`src/core/glb_regs_pkg.sv`:
```
package glb_regs_pkg;
    localparam int ADDR_W = 11;
    localparam logic [10:0] PART_CODE_OFS = 11'h000;
    localparam logic [10:0] ERR_LOW_OFS = 11'h023;
    localparam logic [10:0] ERR_HIGH_OFS = 11'h024;
    localparam logic [10:0] SOFT_RESET_OFS = 11'h040;
    localparam logic [10:0] GLOBAL_CONFIG_OFS = 11'h041;
    localparam logic [10:0] JITTER_CONFIG_OFS = 11'h7E5;
    localparam logic [10:0] POS_LOW_OFS = 11'h7E6;
    localparam logic [10:0] POS_HIGH_OFS = 11'h7E7;
    localparam logic [10:0] NEG_LOW_OFS = 11'h7E8;
    localparam logic [10:0] NEG_HIGH_OFS = 11'h7E9;
    localparam logic [10:0] TIMER_STATUS_OFS = 11'h042;
    // Part code value is arbitrary; low nibble is the revision
    localparam logic [7:0] PART_CODE_VALUE = 8'h50;
    localparam logic [7:0] GLOBAL_CONFIG_RESET = 8'h01;
    localparam logic [7:0] JITTER_CONFIG_RESET = 8'h00;
    localparam int GCF_COPY_BIT = 4;
    localparam int GCF_PIN_LSB = 2;
    localparam int GCF_GLOBAL_INTERRUPT_MASK_BIT = 1;
    localparam int GCF_ONE_SECOND_TIMER_MASK_BIT = 0;
    localparam int JM_HALT_BIT = 2;
    localparam int JM_MODE_BIT = 1;
    localparam int JITTER_BANDWIDTH_BIT_BIT = 0;
    localparam int CLK_PERIOD_PS = 8000;
    localparam int SOFT_RESET_MAX_NS = 1000;
    localparam int SOFT_RESET_CYCLES = (SOFT_RESET_MAX_NS * 1000) / CLK_PERIOD_PS / 2;
    localparam longint ONE_SECOND_PS = 64'd1000000000000;
    localparam int ONE_SECOND_CYCLES = int'(ONE_SECOND_PS / CLK_PERIOD_PS);
endpackage

```
`src/core/global_control_and_measurement_regs.sv`:
```
`timescale 1ns/10ps
`default_nettype none
module global_control_and_measurement_regs #(
    parameter int CHANNELS = 28,
    parameter int ONE_SECOND_CYCLES = glb_regs_pkg::ONE_SECOND_CYCLES
)
(
    input wire logic core_clk,
    input wire logic nrst,
    input wire logic [10:0] addr,
    input wire logic [7:0] wdata,
    input wire logic wr_en,
    input wire logic rd_en,
    output logic [7:0] rdata,
    input wire logic [15:0] error_count,
    input wire logic [11:0] positive_peak,
    input wire logic [11:0] negative_peak,
    input wire logic [CHANNELS-1:0] channel_mask,
    input wire logic [CHANNELS-1:0] channel_status,
    output logic [CHANNELS-1:0] channel_irq,
    output logic timer_irq,
    output logic soft_reset,
    output logic jitter_halt_bit,
    output logic jitter_mode_bit,
    output logic jitter_bandwidth_bit,
    output logic copy_ctrl,
    output logic [1:0] int_pin_drive
);
    logic [7:0] rdata_reg;
    logic [7:0] rdata_next;
    logic [7:0] gcf_reg;
    logic [2:0] jm_reg;
    logic [31:0] sec_count_reg;
    logic timer_flag_reg;
    logic [CHANNELS-1:0] irq_reg;
    logic [CHANNELS-1:0] irq_next;
    logic sreset;
    logic block_rst_n;
    logic sec_tick;
    logic wr_gcf;
    logic wr_jm;
    logic wr_rst;
    logic rd_timer;
    logic [7:0] gcf_wmask;

    function automatic logic hit(input logic [10:0] a, input logic [10:0] ofs);
        hit = (a == ofs);
    endfunction

    soft_reset_gen #(
        .CYCLES(glb_regs_pkg::SOFT_RESET_CYCLES)
    ) u_soft_reset (
        .core_clk(core_clk),
        .nrst(nrst),
        .trigger(wr_rst),
        .soft_reset(sreset)
    );

    // Data value ignored; only the strobe matters
    assign wr_rst = wr_en & hit(addr, glb_regs_pkg::SOFT_RESET_OFS);
    assign wr_gcf = wr_en & hit(addr, glb_regs_pkg::GLOBAL_CONFIG_OFS);
    assign wr_jm = wr_en & hit(addr, glb_regs_pkg::JITTER_CONFIG_OFS);
    assign rd_timer = rd_en & hit(addr, glb_regs_pkg::TIMER_STATUS_OFS);
    // Reserved bits 7 to 5 never store
    assign gcf_wmask = 8'h1F;
    // Soft reset held in its own module so it can clear the rest of the block
    assign block_rst_n = nrst & ~sreset;
    assign soft_reset = sreset;
    assign sec_tick = (sec_count_reg == 32'(ONE_SECOND_CYCLES - 1));
    assign irq_next = gcf_reg[glb_regs_pkg::GCF_GLOBAL_INTERRUPT_MASK_BIT] ? '0 : (~channel_mask & channel_status);

    always_comb
    begin
        rdata_next = 8'h00;
        case (addr)
            glb_regs_pkg::PART_CODE_OFS: rdata_next = glb_regs_pkg::PART_CODE_VALUE;
            glb_regs_pkg::ERR_LOW_OFS: rdata_next = error_count[7:0];
            glb_regs_pkg::ERR_HIGH_OFS: rdata_next = error_count[15:8];
            glb_regs_pkg::SOFT_RESET_OFS: rdata_next = 8'h00;
            glb_regs_pkg::GLOBAL_CONFIG_OFS: rdata_next = gcf_reg & gcf_wmask;
            glb_regs_pkg::TIMER_STATUS_OFS: rdata_next = {7'h00, timer_flag_reg};
            glb_regs_pkg::JITTER_CONFIG_OFS: rdata_next = {5'h00, jm_reg};
            glb_regs_pkg::POS_LOW_OFS: rdata_next = positive_peak[7:0];
            glb_regs_pkg::POS_HIGH_OFS: rdata_next = {4'h0, positive_peak[11:8]};
            glb_regs_pkg::NEG_LOW_OFS: rdata_next = negative_peak[7:0];
            glb_regs_pkg::NEG_HIGH_OFS: rdata_next = {4'h0, negative_peak[11:8]};
            default: rdata_next = 8'h00;
        endcase
        if (!rd_en)
        begin
            rdata_next = 8'h00;
        end
    end

    always_ff @(posedge core_clk or negedge block_rst_n)
    begin
        if (!block_rst_n)
        begin
            rdata_reg <= 8'h00;
            gcf_reg <= glb_regs_pkg::GLOBAL_CONFIG_RESET;
            jm_reg <= 3'h0;
            irq_reg <= '0;
        end
        else
        begin
            rdata_reg <= rdata_next;
            irq_reg <= irq_next;
            if (wr_gcf)
            begin
                gcf_reg <= wdata & gcf_wmask;
            end
            if (wr_jm)
            begin
                jm_reg <= wdata[2:0];
            end
        end
    end

    // Timer keeps time from core_clk; expiry flag is sticky and cleared by reading it
    always_ff @(posedge core_clk or negedge block_rst_n)
    begin
        if (!block_rst_n)
        begin
            sec_count_reg <= 32'h00000000;
            timer_flag_reg <= 1'b0;
        end
        else
        begin
            sec_count_reg <= sec_tick ? 32'h00000000 : sec_count_reg + 32'h00000001;
            // Expiry wins over a clearing read in the same cycle
            if (sec_tick && !gcf_reg[glb_regs_pkg::GCF_ONE_SECOND_TIMER_MASK_BIT])
            begin
                timer_flag_reg <= 1'b1;
            end
            else if (rd_timer)
            begin
                timer_flag_reg <= 1'b0;
            end
        end
    end

    assign rdata = rdata_reg;
    assign channel_irq = irq_reg;
    assign timer_irq = timer_flag_reg;
    assign jitter_halt_bit = jm_reg[glb_regs_pkg::JM_HALT_BIT];
    assign jitter_mode_bit = jm_reg[glb_regs_pkg::JM_MODE_BIT];
    assign jitter_bandwidth_bit = jm_reg[glb_regs_pkg::JITTER_BANDWIDTH_BIT_BIT];
    assign copy_ctrl = gcf_reg[glb_regs_pkg::GCF_COPY_BIT];
    assign int_pin_drive = gcf_reg[glb_regs_pkg::GCF_PIN_LSB +: 2];
endmodule
`default_nettype wire

```
`src/core/soft_reset_gen.sv`:
```
`timescale 1ns/10ps
`default_nettype none
module soft_reset_gen #(
    parameter int CYCLES = 62
)
(
    input wire logic core_clk,
    input wire logic nrst,
    input wire logic trigger,
    output logic soft_reset
);
    logic [7:0] count_reg;
    logic [7:0] count_next;
    logic active_reg;
    logic active_next;
    // Retrigger during a reset restarts the count
    assign count_next = trigger ? 8'(CYCLES) : (count_reg != 8'h00 ? count_reg - 8'h01 : 8'h00);
    assign active_next = trigger | (count_reg > 8'h01);
    assign soft_reset = active_reg;
    always_ff @(posedge core_clk or negedge nrst)
    begin
        if (!nrst)
        begin
            count_reg <= 8'h00;
            active_reg <= 1'b0;
        end
        else
        begin
            count_reg <= count_next;
            active_reg <= active_next;
        end
    end
endmodule
`default_nettype wire
```
`config.mk`:
```
export PLATFORM = sky130hd
export DESIGN_NAME = global_control_and_measurement_regs
export DESIGN_NICKNAME = d
export VERILOG_FILES = /design/src/core/glb_regs_pkg.sv /design/src/core/global_control_and_measurement_regs.sv /design/src/core/soft_reset_gen.sv
export SDC_FILE = /design/constraint.sdc
export NUM_CORES = 1
export LEC_CHECK = 0
export BUFFER_PORTS_ARGS = -buffer_cell sky130_fd_sc_hd__buf_2
export CAP_MARGIN = 20
export CORE_AREA = 2 2 92 94
export CTS_CLUSTER_DIAMETER = 30
export DETAILED_ROUTE_END_ITERATION = 8
export DIE_AREA = 0 0 94 96
export PLACE_DENSITY = 0.84
export RECOVER_POWER = 50
export SYNTH_ARGS = -nofsm -noshare
export SYNTH_HDL_FRONTEND = slang
export SYNTH_SLANG_ARGS = --single-unit
export TNS_END_PERCENT = 30
```
`constraint.sdc`:
```
create_clock -name core_clk -period 10.81 [get_ports core_clk]
set_input_delay 1.081 -clock core_clk [delete_from_list [all_inputs] [get_ports core_clk]]
set_output_delay 1.081 -clock core_clk [all_outputs]
set_load 0.01 [all_outputs]
```
# Yosys cells after proc, flatten, opt, wreduce, memory -nomap -nowiden
# Cells that the tools add are included.
# Widths: inputs -> output; s select.
[totals] register_bits=86 in_bits=119 out_inout_bits=44 elab_cells=44
[classes] add_sub_neg=2 order_cmp=1 n_eq_ne=11 n_mux=8 n_bitwise=9 n_reduce_logical=5
[op_table] cell="$pmux 8 s10" count=1
[op_table] cell="$eq 11x11->1 const B" count=5
[op_table] cell="$eq 11x7->1 const B" count=3
[op_table] cell="$add 32x1->32 const B" count=1
[op_table] cell="$eq 32x27->1 const B" count=1
[op_table] cell="$mux 32" count=1
[op_table] cell="$and 28x28->28" count=1
[op_table] cell="$mux 28" count=1
[op_table] cell="$not 28->28" count=1
[op_table] cell="$mux 8" count=3
[op_table] cell="$eq 11x6->1 const B" count=2
[op_table] cell="$logic_not 11->1" count=1
[op_table] cell="$gt 8x1->1 const B" count=1
[op_table] cell="$reduce_bool 8->1" count=1
[op_table] cell="$sub 8x1->8 const B" count=1
[op_table] cell="$and 1x1->1" count=5
[op_table] cell="$mux 1" count=2
[op_table] cell="$reduce_bool 2->1" count=1
[op_table] cell="$logic_and 1x1->1" count=1
[op_table] cell="$logic_not 1->1" count=1
[op_table] cell="$not 1->1" count=1
[op_table] cell="$or 1x1->1" count=1

# Logic depth before layout (Yosys ltp)
[logic_depth] depth_word=4 mapped_depth=7 ltp_nobuf=6

# Cells and area by module
# A second synthesis with hierarchy kept.
[unflattened] hier_cells=383 area_unflattened_um2=4055.1
[modules_own_cells] mod="global_control_and_measurement_regs" n_inst=1 cells_each=334 area_per_inst_um2=3570.9 seq_area_each_um2=1928.1
[modules_own_cells] mod="soft_reset_gen" n_inst=1 cells_each=49 area_per_inst_um2=484.2 seq_area_each_um2=225.2

# Worst setup path after synthesis
# OpenSTA, ideal clock, no wires.
[synth_path] path_kind="input -> register" startpoint="input addr[7]" endpoint="register rdata_reg[4] (netlist: rdata[4])" setup_ps=88 arrival_time_ps=2526 required_time_ps=10722 setup_slack_ps=8196 path_stages=5 path_buffers=0 cell_sequence="or4_4 > or4_4 > nor3_4 > nand2_1 > a41oi_1"
[synth_between] elab_chain_len=3 word_cells_on_any_way=12 cone_classes="9 x eq/ne; 2 x mux; 1 x reduce/logical"
[synth_rtl] item="start: declaration" line_no="global_control_and_measurement_regs.sv:10" text="input wire logic [10:0] addr,"
[synth_rtl] item="$eq 11x11->1, or another cell as far along" line_no="global_control_and_measurement_regs.sv:75" text="case (addr)"
[synth_rtl] item="$pmux 8 s10 (*)" line_no="global_control_and_measurement_regs.sv:75"
[synth_rtl] item="$mux 8 (*)" line_no="global_control_and_measurement_regs.sv:89" text="if (!rd_en)"
[synth_rtl] item="net rdata_next[4]" line_no="global_control_and_measurement_regs.sv:30" text="logic [7:0] rdata_next;"
[synth_rtl] item="end signal: assignment" line_no="global_control_and_measurement_regs.sv:106" text="rdata_reg <= rdata_next;"
[synth_rtl] item="end: declaration" line_no="global_control_and_measurement_regs.sv:29" text="logic [7:0] rdata_reg;"
# Mark *: on every way through the listed nets, which the timed path passes. The rest lies on a longest branch.
# A chain may end at the register's enable or synchronous reset.

==> metrics.txt <==
Slew headroom=-89.4%; Seq/Total Area, Yosys=52.7%; largest net degree at the start of global routing=44; Die Width=94 um; CTS tree=yes; Vias=3626; placed inst area=4980 um^2; # IOs=163; Clk pwr share=37.3%; vias in the first global route=3577; # fillers=694; Initial Util=50.8%; post-DP HPWL=8.18 mm; Final Slew Violations=36; DIE HEIGHT=96 um; antenna-violating nets left=0; Hold Slack=0.489 ns; Synth top cells by count=85 x dfrtp_1, 35 x nor2_1, 28 x nand2_1, 28 x nor3b_1; post-CTS sizing=0; Worst Tran Pin Value=2.84 ns; total track usage=24.2%; met2 usage=41.0%; Peak Freq=0.251 GHz; leakage power total=0.00234 uW; Detailed Route WL=10.6 mm; Pre-antenna DRT Iters=5; Area Overhead vs Synth=25.9%; Worst Path Required=11.26 ns; core footprint=8050 um^2; Final Hold Vio Count=0; Reg power frac=50.5%; P_int=536 uW; Vias/cell=5.59; RSZ-0062 raised after global routing=false; clock sink total=86; Worst Path Class, Setup=primary input to async pin; Data arrival, critical path=4.42 ns; outcome=complete, but fails checks; clock insertion delay at the later pin of the skew report=0.35 ns; H-tree depth=3; Post CTS Setup Buffer Count=0; critical path launch point type=primary input; cts bufs inserted=9; final instance area=5150 um^2; maximum VDD drop=0.0675 mV; DR iter-0 viols=184; final setup vio count=0; met1 Use GR=29.6%; fin util=64.0%; CP Max Fanout=43; Mapped Cells=381; pwr dens=138 nW/um^2; Nets=663; RD Place Congestion=0.954; Synth Cell Area=4090 um^2; clk_skew=0.0131 ns; max reg flops=32; Worst-path clk slew=0.08 ns; Cell variety after synth=53; Cell Count, Final, Fillers Out=649; HP Class=flop to flop; initial antenna violation count=0; top_reg_cell synth=dfrtp_1; number of flops mapped to enable cells by yosys=0; layer with the highest usage=met2; synth warn=0; Final TNS setup=0 ns; failing checks=max-capacitance violations, max-slew violations; Yosys top cell by area=dfrtp_1; CP endpoint kind=async pin; Clock Path Buffers=2; most common cell in the netlist=dfrtp_1; Syn Nets=504; ys async rst share=100%; Gate power share=12.2%; antenna cells=0; die area=9020 um^2; Mean Syn Cell Area=10.7 um^2; # DRC=0; WL/cell=16.4 um; GR Overflow Total=0; dpl cells=634; layout cell share with drive strength beyond 1=27.2%; post-synth top area share=52.0%; clk root buf=clkbuf_8; switching share of total power=24.4%; number of synthesized register bits=86; period utilization=36.8%; fin crit period=3.98 ns; row count=33; switching power=173 uW; met3 Usage GRT=4.15%; Post-CTS Hold Buffers=0; Port Buffers=159; Reg2Reg Setup Slack=7.66 ns; # Max-Cap Violations=1; largest cells by area after synthesis=dfrtp_1 52%, nor3b_1 5.1%, xnor2_1 4.9%, nor2_1 3.2%, nand3_1 2.8%; first-pass GRT wire length=16.8 mm
==> worst max-delay path, stage by stage <==
cell	delay, ns
clkbuf_1	0.40
nor2b_1	2.16
buf_4	0.73
==> final cells by class <==
type	instances	area [um^2]	share of cell area (%)
Sequential cell	86	2150	41.8
Multi-Input combinational cell	275	1850	36.0
Timing Repair Buffer	160	747	14.5
Tap cell	105	131	2.55
Clock buffer	10	128	2.48
Clock inverter	5	108	2.09
Inverter	8	30.0	0.583
==> through the flow <==
step / setup slack, ns / power [uW]
5_1_grt: 5.99 / 741
4_1_cts: 8.18 / 716
2_1_floorplan: 5.04 / 410
3_5_place_dp: 7.82 / 453
3_3_place_gp: 7.75 / 447
6_report: 6.83 / 710
==> layout by cell type (no fill, tap or decap), types with 10 or more instances in the layout <==
cell      Yosys  final
buf_2         3    114
dfrtp_1      85     85
clkbuf_1      5     46
nor2_1       35     35
nand2_1      28     28
nor3b_1      28     28
xnor2_1      23     23
nand3_1      23     23
nand4_1      12     12
and3_1       10     10
mux2_2       10     10
==> worst paths after layout <==
| check | to | cells past startpoint | from |
|---|---|---|---|
| setup / recovery | rdata[3] | 3 | nrst |
| hold / removal | sec_count_reg[31] | 1 | sec_count_reg[31] |
| setup reg to reg | rdata[3] | 2 | u_soft_reset.soft_reset |
| hold reg to reg | sec_count_reg[31] | 1 | sec_count_reg[31] |
| max in group core_clk | rdata[0] | 6 | addr[7] |
| min in group asynchronous | u_soft_reset.count_reg[6] | 1 | nrst |
==> layer usage <==
layer / vias to the layer above / share of wire (%)
li1: 1702 / -
met1: 1742 / 40
met2: 145 / 51
met3: 37 / 5.5
met4: 0 / 3.6
met5: - / 0
==> logic make-up (layout without fill, tap and decap cells) <==
family / after synthesis / count (layout) / share of synthesized area [%]
AO/OA/AOI/OAI: 40 / 40 / 7.37
XOR/XNOR: 31 / 31 / 6.64
adder cells (fa/ha/maj): 4 / 4 / 1.22
buffers and inverters: 20 / 183 / 2.23
flip-flops: 86 / 86 / 52.7
multiplexers: 12 / 12 / 3.24
AND/OR/NAND/NOR: 188 / 188 / 26.6
==> power by group through the flow <==
stage | clock, uW | sequential [uW] | combinational [uW]
after floorplan | 0 | 363 | 46.3
after global placement | 0 | 363 | 84.4
after detailed placement | 0 | 364 | 89.3
after CTS | 269 | 358 | 89.3
after global routing | 283 | 361 | 97.7
final | 264 | 358 | 86.8
(Power assumes the default switching activity.)
